--- config.mk ---
export PLATFORM = sky130hd
export DESIGN_NAME = massive_failure_detect
export DESIGN_NICKNAME = d
export VERILOG_FILES = /design/src/wdog_pkg.sv /design/src/massive_failure_detect.sv /design/src/pin_sync.sv
export VERILOG_INCLUDE_DIRS = /design/src
export SDC_FILE = /design/constraint.sdc
export NUM_CORES = 1
export LEC_CHECK = 0
export BUFFER_PORTS_ARGS = -buffer_cell sky130_fd_sc_hd__buf_2
export CAP_MARGIN = 15
export CORE_UTILIZATION = 50
export CTS_BUF_LIST = sky130_fd_sc_hd__clkbuf_16
export CTS_CLUSTER_DIAMETER = 40
export DETAILED_ROUTE_END_ITERATION = 7
export GPL_ROUTABILITY_DRIVEN = 0
export PLACE_DENSITY = 0.71
export SKIP_CTS_REPAIR_TIMING = 1
export SYNTH_ARGS = -nofsm -noshare
export SYNTH_HDL_FRONTEND = slang
export SYNTH_SLANG_ARGS = --single-unit
--- constraint.sdc ---
create_clock -name core_clk_i -period 3.85 [get_ports core_clk_i]
set_input_delay 0 -clock core_clk_i [delete_from_list [all_inputs] [get_ports core_clk_i]]
set_output_delay 0 -clock core_clk_i [all_outputs]
set_load 0.01 [all_outputs]
--- src/wdog_consts.svh ---
// constants for the failure watchdog
`ifndef WDOG_CONSTS_SVH
`define WDOG_CONSTS_SVH
// io addresses and status bit; the watchdog decodes only the disable and enable addresses
`define WDOG_IO_ADDR_W 12
`define WDOG_DISABLE_ADDR 12'h10C
`define WDOG_ENABLE_ADDR 12'h00C
`define WDOG_STATUS_ADDR 12'h002
`define WDOG_STATUS_EN_BIT 5
// timing: 108 ms at 4 ns per cycle
`define WDOG_TIMEOUT_MS 108
`define WDOG_HOLD_MS 108
`define WDOG_CLK_PERIOD_NS 4
`define WDOG_NS_PER_MS 1000000
`define WDOG_CNT_W 32
`endif

--- src/wdog_pkg.sv ---
// types for the failure watchdog
`default_nettype none
package wdog_pkg;
  typedef enum logic [1:0] {
    ST_IDLE,
    ST_WATCH,
    ST_HOLD
  } wdog_state_t;
endpackage
`default_nettype wire

--- src/massive_failure_detect.sv ---
// failure watchdog: resets the host when vertical interrupt acks stop
//
// Behaviour
// no vertical-interrupt acknowledge within 108 ms while enabled triggers host reset
// host reset is held asserted for 108 ms, then released
// io write to 10CH clears the watchdog enable
// io write to 0CH sets the watchdog enable
// enable state reads as bit 5 of status register at 02H
// a disabled watchdog re-enables when host unmasks interrupts
// software masks interrupts first, then writes 00H to 10CH
// software must not mask interrupts 100 ms without disabling watchdog
// boot code: enable clear means power-up, enable set means watchdog reset
// each acknowledge restarts the timeout interval from zero
// power-up reset leaves the watchdog enable cleared
`timescale 1ns/1ps
`default_nettype none
`include "wdog_consts.svh"
module massive_failure_detect #(
  parameter int TIMEOUT_CYCLES =
    `WDOG_TIMEOUT_MS * (`WDOG_NS_PER_MS / `WDOG_CLK_PERIOD_NS),
  parameter int HOLD_CYCLES =
    `WDOG_HOLD_MS * (`WDOG_NS_PER_MS / `WDOG_CLK_PERIOD_NS)
) (
  input wire logic core_clk_i,
  input wire logic rstn_i,
  input wire logic vint_ack_i,
  input wire logic io_wr_i,
  input wire logic [`WDOG_IO_ADDR_W-1:0] io_addr_i,
  input wire logic unmask_interrupts_instr_i,
  input wire logic [7:0] comm_status_i,
  output logic host_reset_o,
  output logic wdog_enable_o,
  output logic [7:0] comm_status_o
);
  import wdog_pkg::*;

  // ****************************************
  // pin synchronisers
  // ****************************************
  logic ack_s;
  logic unmask_s;
  pin_sync #(
    .WIDTH(2)
  ) u_sync (
    .core_clk_i(core_clk_i),
    .rstn_i(rstn_i),
    .async_i({vint_ack_i, unmask_interrupts_instr_i}),
    .sync_o({ack_s, unmask_s})
  );

  // ****************************************
  // io decode
  // ****************************************
  wire dis_wr = io_wr_i && (io_addr_i == `WDOG_DISABLE_ADDR);
  wire en_wr = io_wr_i && (io_addr_i == `WDOG_ENABLE_ADDR);
  logic ack_d_r;
  logic unmask_d_r;
  wire ack_rise = ack_s && !ack_d_r;
  wire unmask_rise = unmask_s && !unmask_d_r;

  // ****************************************
  // enable flag
  // ****************************************
  logic enable_r;
  logic enable_nxt;
  // enabling wins over a same-cycle disable write
  assign enable_nxt = (en_wr || unmask_rise) ? 1'b1 :
                      dis_wr ? 1'b0 : enable_r;

  // ****************************************
  // timer and state
  // ****************************************
  wdog_state_t state_r;
  wdog_state_t state_nxt;
  logic [`WDOG_CNT_W-1:0] cnt_r;
  logic [`WDOG_CNT_W-1:0] cnt_nxt;
  wire [`WDOG_CNT_W-1:0] to_last = `WDOG_CNT_W'(TIMEOUT_CYCLES - 1);
  wire [`WDOG_CNT_W-1:0] hold_last = `WDOG_CNT_W'(HOLD_CYCLES - 1);

  always_comb
  begin
    state_nxt = state_r;
    cnt_nxt = cnt_r;
    case (state_r)
      ST_IDLE:
      begin
        cnt_nxt = '0;
        if (enable_r)
          state_nxt = ST_WATCH;
      end
      ST_WATCH:
      begin
        if (!enable_r)
        begin
          state_nxt = ST_IDLE;
          cnt_nxt = '0;
        end
        else if (ack_rise)
          cnt_nxt = '0;
        else if (cnt_r == to_last)
        begin
          state_nxt = ST_HOLD;
          cnt_nxt = '0;
        end
        else
          cnt_nxt = cnt_r + `WDOG_CNT_W'(1);
      end
      ST_HOLD:
      begin
        if (cnt_r == hold_last)
        begin
          state_nxt = ST_WATCH;
          cnt_nxt = '0;
        end
        else
          cnt_nxt = cnt_r + `WDOG_CNT_W'(1);
      end
      default:
      begin
        state_nxt = ST_IDLE;
        cnt_nxt = '0;
      end
    endcase
  end

  wire [7:0] status_nxt = {comm_status_i[7:`WDOG_STATUS_EN_BIT+1], enable_nxt,
                           comm_status_i[`WDOG_STATUS_EN_BIT-1:0]};

  always_ff @(posedge core_clk_i or negedge rstn_i)
  begin
    if (!rstn_i)
    begin
      enable_r <= 1'b0;
      state_r <= ST_IDLE;
      cnt_r <= '0;
      ack_d_r <= 1'b0;
      unmask_d_r <= 1'b0;
      host_reset_o <= 1'b0;
      wdog_enable_o <= 1'b0;
      comm_status_o <= '0;
    end
    else
    begin
      enable_r <= enable_nxt;
      state_r <= state_nxt;
      cnt_r <= cnt_nxt;
      ack_d_r <= ack_s;
      unmask_d_r <= unmask_s;
      host_reset_o <= (state_nxt == ST_HOLD);
      wdog_enable_o <= enable_nxt;
      comm_status_o <= status_nxt;
    end
  end

  // ****************************************
  // assertions
  // ****************************************
  property p_dis_clears;
    @(posedge core_clk_i) disable iff (!rstn_i)
    (dis_wr && !en_wr && !unmask_rise) |=> !enable_r;
  endproperty
  a_dis_clears: assert property (p_dis_clears) else $error("disable write ignored");

  property p_en_sets;
    @(posedge core_clk_i) disable iff (!rstn_i)
    en_wr |=> enable_r;
  endproperty
  a_en_sets: assert property (p_en_sets) else $error("enable write ignored");

  property p_status_bit;
    @(posedge core_clk_i) disable iff (!rstn_i)
    1'b1 |=> (comm_status_o[`WDOG_STATUS_EN_BIT] == enable_r) &&
      (comm_status_o[7:`WDOG_STATUS_EN_BIT+1] ==
       $past(comm_status_i[7:`WDOG_STATUS_EN_BIT+1])) &&
      (comm_status_o[`WDOG_STATUS_EN_BIT-1:0] ==
       $past(comm_status_i[`WDOG_STATUS_EN_BIT-1:0]));
  endproperty
  a_status_bit: assert property (p_status_bit) else $error("status bit wrong");

  property p_unmask_reenables;
    @(posedge core_clk_i) disable iff (!rstn_i)
    $rose(unmask_s) |=> enable_r;
  endproperty
  a_unmask_reenables: assert property (p_unmask_reenables) else $error("no re-enable");

  property p_timeout_fires;
    @(posedge core_clk_i) disable iff (!rstn_i)
    (state_r == ST_WATCH && enable_r && !ack_rise && cnt_r == to_last)
      |=> state_r == ST_HOLD ##0 host_reset_o;
  endproperty
  a_timeout_fires: assert property (p_timeout_fires) else $error("timeout missed");

  property p_ack_restarts;
    @(posedge core_clk_i) disable iff (!rstn_i)
    (state_r == ST_WATCH && enable_r && ack_rise) |=> cnt_r == '0;
  endproperty
  a_ack_restarts: assert property (p_ack_restarts) else $error("ack not restarting");

  property p_hold_releases;
    @(posedge core_clk_i) disable iff (!rstn_i)
    (state_r == ST_HOLD && cnt_r == hold_last) |=> !host_reset_o;
  endproperty
  a_hold_releases: assert property (p_hold_releases) else $error("reset not released");

  property p_reset_only_hold;
    @(posedge core_clk_i) disable iff (!rstn_i)
    host_reset_o == (state_r == ST_HOLD);
  endproperty
  a_reset_only_hold: assert property (p_reset_only_hold) else $error("stray reset");
endmodule
`default_nettype wire

--- src/pin_sync.sv ---
// two flip-flop synchroniser for a bundle of pins
`timescale 1ns/1ps
`default_nettype none
module pin_sync #(
  parameter int WIDTH = 1
) (
  input wire logic core_clk_i,
  input wire logic rstn_i,
  input wire logic [WIDTH-1:0] async_i,
  output logic [WIDTH-1:0] sync_o
);
  logic [WIDTH-1:0] meta_r;
  always_ff @(posedge core_clk_i or negedge rstn_i)
  begin
    if (!rstn_i)
    begin
      meta_r <= '0;
      sync_o <= '0;
    end
    else
    begin
      meta_r <= async_i;
      sync_o <= meta_r;
    end
  end
endmodule
`default_nettype wire

==> results.json, run 1 <==
{
  "io_pins": 35,
  "cts_max_path_buffers": 2,
  "cts-root-buf": "clkbuf_16",
  "yosys_warnings": 0,
  "maxCapViolCount": 0,
  "dr.pass1.iters": 4,
  "startpoint_type": "register",
  "switching_share_pct": 25.3,
  "outcome": "finished clean",
  "drt-initial-drc-count": 117,
  "cts_buffers": 5,
  "worstPathRequired_ns": 4.01,
  "cts_tree": "done",
  "drive_gt1_share_pct": 19.2,
  "critPathKind": "reg -> reg",
  "antenna_cells": 0,
  "area_growth_pct": 21.6,
  "dieArea_um2": 4840,
  "dp_hpwl_um": 2870,
  "max_clock_freq_mhz": 388,
  "p_sw_uw": 308,
  "start_util_pct": 52.0,
  "clkSinkCount": 49,
  "peakVddDrop_mv": 0.329,
  "synthCells": 219,
  "final_nets": 295,
  "seq_power_share_pct": 45.5,
  "antenna_left": 0,
  "hold_viol": 0,
  "power_density_nw_per_um2": 439,
  "fill_cells": 359,
  "wl_um": 4390,
  "setup_viol_count_final": 0,
  "drc": 0,
  "die_x_um": 69.5,
  "power_leakage_uw": 0.00124,
  "reg2reg_slack_ns": 1.27,
  "htreeDepth": 2,
  "ys_seq_area_share_pct": 53.8,
  "pwr-share-comb_pct": 14.5,
  "dp_cells": 298,
  "avgRoutedWirePerCell_um": 13.8,
  "worstPathArrival_ns": 2.74,
  "multi_input_area_um2": 982,
  "post-route-period-util_pct": 66.9,
  "ys_types": 36,
  "final.min_clock_period_ns": 2.58,
  "path_max_fanout": 32,
  "fp.dieH_um": 69.5,
  "syn_area_um2": 2280,
  "dp_slack_ns": 1.28,
  "synth-seq-cells": 49,
  "avgSynthCellArea_um2": 10.4,
  "timing.final.ws_setup_ns": 1.27,
  "max_slew_margin_pct": 69.3,
  "grt_max_degree": 50,
  "grt_overflow": 0,
  "design_area_um2": 2770,
  "fp.coreArea_um2": 4380,
  "fp-row-count": 24,
  "stdcell_count": 317,
  "vias": 1741,
  "area.sequential_um2": 1230,
  "antenna_found_initial": 0,
  "maxSlewViolCount": 0,
  "grtUsageTotal_pct": 19.1,
  "path_clk_slew_ns": 0.06,
  "worstMarginPinSlew_ns": 0.460,
  "pwr-share-clk_pct": 40.1,
  "p_int_uw": 910,
  "place_area_um2": 2480,
  "vias_per_cell": 5.49,
  "io_buffers": 33,
  "skew_ns": 0.0100,
  "grt_pass1_vias": 1624,
  "finalSetupTns_ns": 0,
  "syn_nets": 249,
  "hold_class": "in -> reg",
  "clock_latency_ns": 0.29,
  "p_total_uw": 1220,
  "grt_first_pass_wirelength_um": 7270,
  "rsz0062_at_grt": "false",
  "crit_path_end_kind": "register"
}
==> cell usage in the layout, fill, tap and decap left out, drive strengths merged, types with 2 or more instances in the layout <==
cell and count:
a31oi 2, dfrtp 49, and2 3, a21oi 7, dlygate4sd3 11, nand3 17
ha 5, xor2 18, and4 3, clkbuf 5, o21ai 9, xnor2 6
nand2 11, nor4 5, nor2 31, mux2 2, nor3 2, and3 5
nand4 10, inv 8, buf 36, or4 3, or3 6
==> worst max-delay path, cell delays in order, from the launching register on <==
cell	delay [ns]
dfrtp_1	0.45
or3_1	0.40
or4_4	0.53
nor4_2	0.46
or3b_1	0.18
buf_4	0.32
nor2_1	0.11
==> worst paths after layout <==
check / start / depth (start not counted) / to
max: cnt_r[6] / 6 / cnt_r[11]
min: io_addr_i[10] / 5 / comm_status_o[5]
max reg2reg: cnt_r[6] / 6 / cnt_r[11]
min reg2reg: u_sync.meta_r[0] / 0 / u_sync.sync_o[0]
max in group asynchronous: rstn_i / 3 / cnt_r[9]
min in group asynchronous: rstn_i / 2 / comm_status_o[0]
==> power by group through the flow <==
stage | combinational, uW | clock, uW | sequential, uW
floorplan | 125 | 0 | 561
global placement | 160 | 0 | 561
detailed placement | 166 | 0 | 563
CTS | 167 | 500 | 554
global route | 198 | 516 | 555
finish | 176 | 488 | 554
==> sequential cells by signal (all words and copies together), names as in the netlist <==
register       flops
u_sync.meta_r      2
u_sync.sync_o      2
cnt_r             32
host_reset_o       1
state_r            2
comm_status_o      8
unmask_d_r         1
ack_d_r            1
==> metrics by stage <==
stage               hold slack [ns]  util (%)
global placement              0.108      56.6
finish                       0.0717      63.3
global route                  0.124      63.3
detailed placement            0.109      56.6
floorplan                    -0.296         -
CTS                          -0.192      60.3
==> synth_stat cells, drive strengths merged <==
master	instances	share of area (%)
and3	5	1.4
nor3b	1	0.55
a21oi	7	1.5
nor4	5	1.6
a31oi	2	0.55
and2	3	0.82
clkbuf	3	0.49
o211a	1	0.44
and4	3	1.2
nand4	10	2.7
a22oi	1	0.55
nor4b	1	0.38
o221ai	1	0.38
nor2	31	5.1
xor2	18	6.9
inv	7	1.2
or3b	1	0.38
buf	5	1.5
nand3	17	3.7
nand2	11	1.8
mux2	2	0.99
nor4bb	1	0.44
xnor2	6	2.3
nand4bb	1	0.49
or3	6	1.6
dfrtp	49	54
or4	3	1.3
nor3	2	0.44
nand2b	1	0.27
o21ai	9	2.0
o31ai	1	0.33
ha	5	2.7
==> kinds of logic (layout without fill, tap and decap cells) <==
logic type                 Yosys count  count (layout)  share of synthesized area [%]
AOI/OAI and AO/OA                   22              22                           5.76
xor gates and xnor gates            24              24                           9.22
adders and majority gates            5               5                           2.74
buffers and inverters               15              61                           3.18
DFF                                 49              49                           53.8
muxes                                2               2                          0.987
and+or+nand+nor                    102             102                           24.4
==> area by class of cell <==
class	count	area share [%]
clock buffer	5	4.51
clock inverter	2	1.40
inverter	7	0.947
multi-input combinational	155	35.4
sequential	49	44.2
tap	52	2.35
timing repair buffer	47	11.2
==> metal layers <==
layer	vias up	share of wire, %	wire length (um)	GRT usage (%)
li1	850	-	-	-
met1	852	46	2040	23.5
met2	32	49	2130	32.7
met3	7	3.5	154	4.22
met4	0	1.5	68	7.94
met5	-	0	0	0
No activity file was read; power rests on OpenSTA's default activity.
==> inputs of run 2 (changes only) <==
PLACE_DENSITY = 0.73   (was 0.71)
clock period = 2.1 ns   (was 3.85 ns; I/O delays follow)
==> results.json, run 2 (synthesis results as in run 1) <==
{
  "outcome": "finished with violations",
  "violations": "setup timing",
  "grt_max_degree": 40,
  "io_buffers": 33,
  "grtUsageTotal_pct": 20.6,
  "crit_path_end_kind": "register",
  "drive_gt1_share_pct": 23.8,
  "power_density_nw_per_um2": 749,
  "power_leakage_uw": 0.00131,
  "layout_commonest_cell": "dfrtp_1",
  "worstPathArrival_ns": 2.35,
  "timing.final.ws_setup_ns": -0.0333,
  "max_clock_freq_mhz": 469,
  "grt_pass1_vias": 1737,
  "setup_viol_count_final": 1,
  "maxSlewViolCount": 0,
  "utilization_pct": 65.5,
  "die_x_um": 69.5,
  "cts_buffers": 5,
  "worstMarginPinSlew_ns": 0.863,
  "reg_top3": "cnt_r x32, comm_status_o x8",
  "worstPathRequired_ns": 2.31,
  "mostFrequentLayoutCells": "dfrtp_1 (49), buf_2 (33), nor2_1 (31), xor2_1 (18), nand3_1 (17)",
  "path_clk_slew_ns": 0.06,
  "largest_register_ffs": 32,
  "antenna_found_initial": 0,
  "htreeDepth": 2,
  "fp.dieH_um": 69.5,
  "peakVddDrop_mv": 0.568,
  "cts-root-buf": "clkbuf_16",
  "dr.pass1.iters": 4,
  "cts_max_path_buffers": 2,
  "clock_latency_ns": 0.29,
  "maxCapViolCount": 0,
  "io_pins": 35,
  "fp-row-count": 24,
  "dieArea_um2": 4840,
  "dp_cells": 311,
  "post-route-period-util_pct": 102,
  "vias": 1819,
  "cts_tree": "done",
  "antenna_cells": 0,
  "final.min_clock_period_ns": 2.13,
  "wl_um": 4770,
  "start_util_pct": 52.0,
  "vias_per_cell": 5.46,
  "largest_register": "cnt_r",
  "max_slew_margin_pct": 42.4,
  "startpoint_type": "register",
  "hold_class": "in -> reg",
  "fp.coreArea_um2": 4380,
  "hold_viol": 0,
  "critPathKind": "reg -> reg",
  "avgRoutedWirePerCell_um": 14.3,
  "final_nets": 310,
  "grt_first_pass_wirelength_um": 7900,
  "path_max_fanout": 2,
  "area_growth_pct": 25.9,
  "skew_ns": 0.00442,
  "clkSinkCount": 49,
  "dp_hpwl_um": 3210,
  "p_total_uw": 2150,
  "drc": 0,
  "stdcell_count": 333,
  "grt_overflow": 0,
  "rsz0062_at_grt": "true",
  "drt-initial-drc-count": 59,
  "antenna_left": 0
}
## run 2: cell type report
| type | instances | area (um^2) |
|---|---|---|
| Clock buffer | 5 | 125 |
| Clock inverter | 3 | 17.5 |
| Fill cell | 330 | 1510 |
| Inverter | 7 | 26.3 |
| Multi-Input combinational cell | 155 | 993 |
| Sequential cell | 49 | 1230 |
| Tap cell | 52 | 65.1 |
| Timing Repair Buffer | 62 | 418 |
## run 2: critical path: stages, from the launching register on
cell and delay (ns):
dfrtp_1 0.39, or3_1 0.34, or4_4 0.44, or4_4 0.53
a22oi_2 0.19, nor3b_2 0.17
## run 2: worst paths after layout
path,start,to,slack [ns],depth (start not counted)
setup / recovery,cnt_r[31],host_reset_o,-0.03,5
hold / removal,io_addr_i[0],comm_status_o[5],0.07,5
setup reg to reg,cnt_r[31],host_reset_o,-0.03,5
hold reg to reg,u_sync.meta_r[1],u_sync.sync_o[1],0.34,0
max in group asynchronous,rstn_i,cnt_r[20],1.04,3
min in group asynchronous,rstn_i,comm_status_o[7],0.38,2
## run 2: per-stage QoR
step	setup TNS [ns]	hold slack, ns	area [um^2]	setup slack [ns]
6_report	-0.0333	0.0669	2870	-0.0333
3_5_place_dp	-0.0315	0.110	2590	-0.0315
4_1_cts	-0.0444	-0.191	2730	-0.0444
3_3_place_gp	0	0.108	2590	0.00704
2_1_floorplan	0	-0.296	2290	0.0288
5_1_grt	-0.126	0.111	2870	-0.113
## run 2: report_power, final
part           internal (uW)  switching [uW]
Clock                    439             330
Sequential               983            22.0
Combinational            166             211
Total                   1590             563
## run 2: metal layers
metal,routed length [um],track usage (%),vias up,part of all wire [%]
met5,0,0,-,0
met4,62,5.67,0,1.3
met3,188,4.94,6,3.9
met2,2400,33.4,44,50
met1,2120,27.6,887,44
li1,-,-,882,-
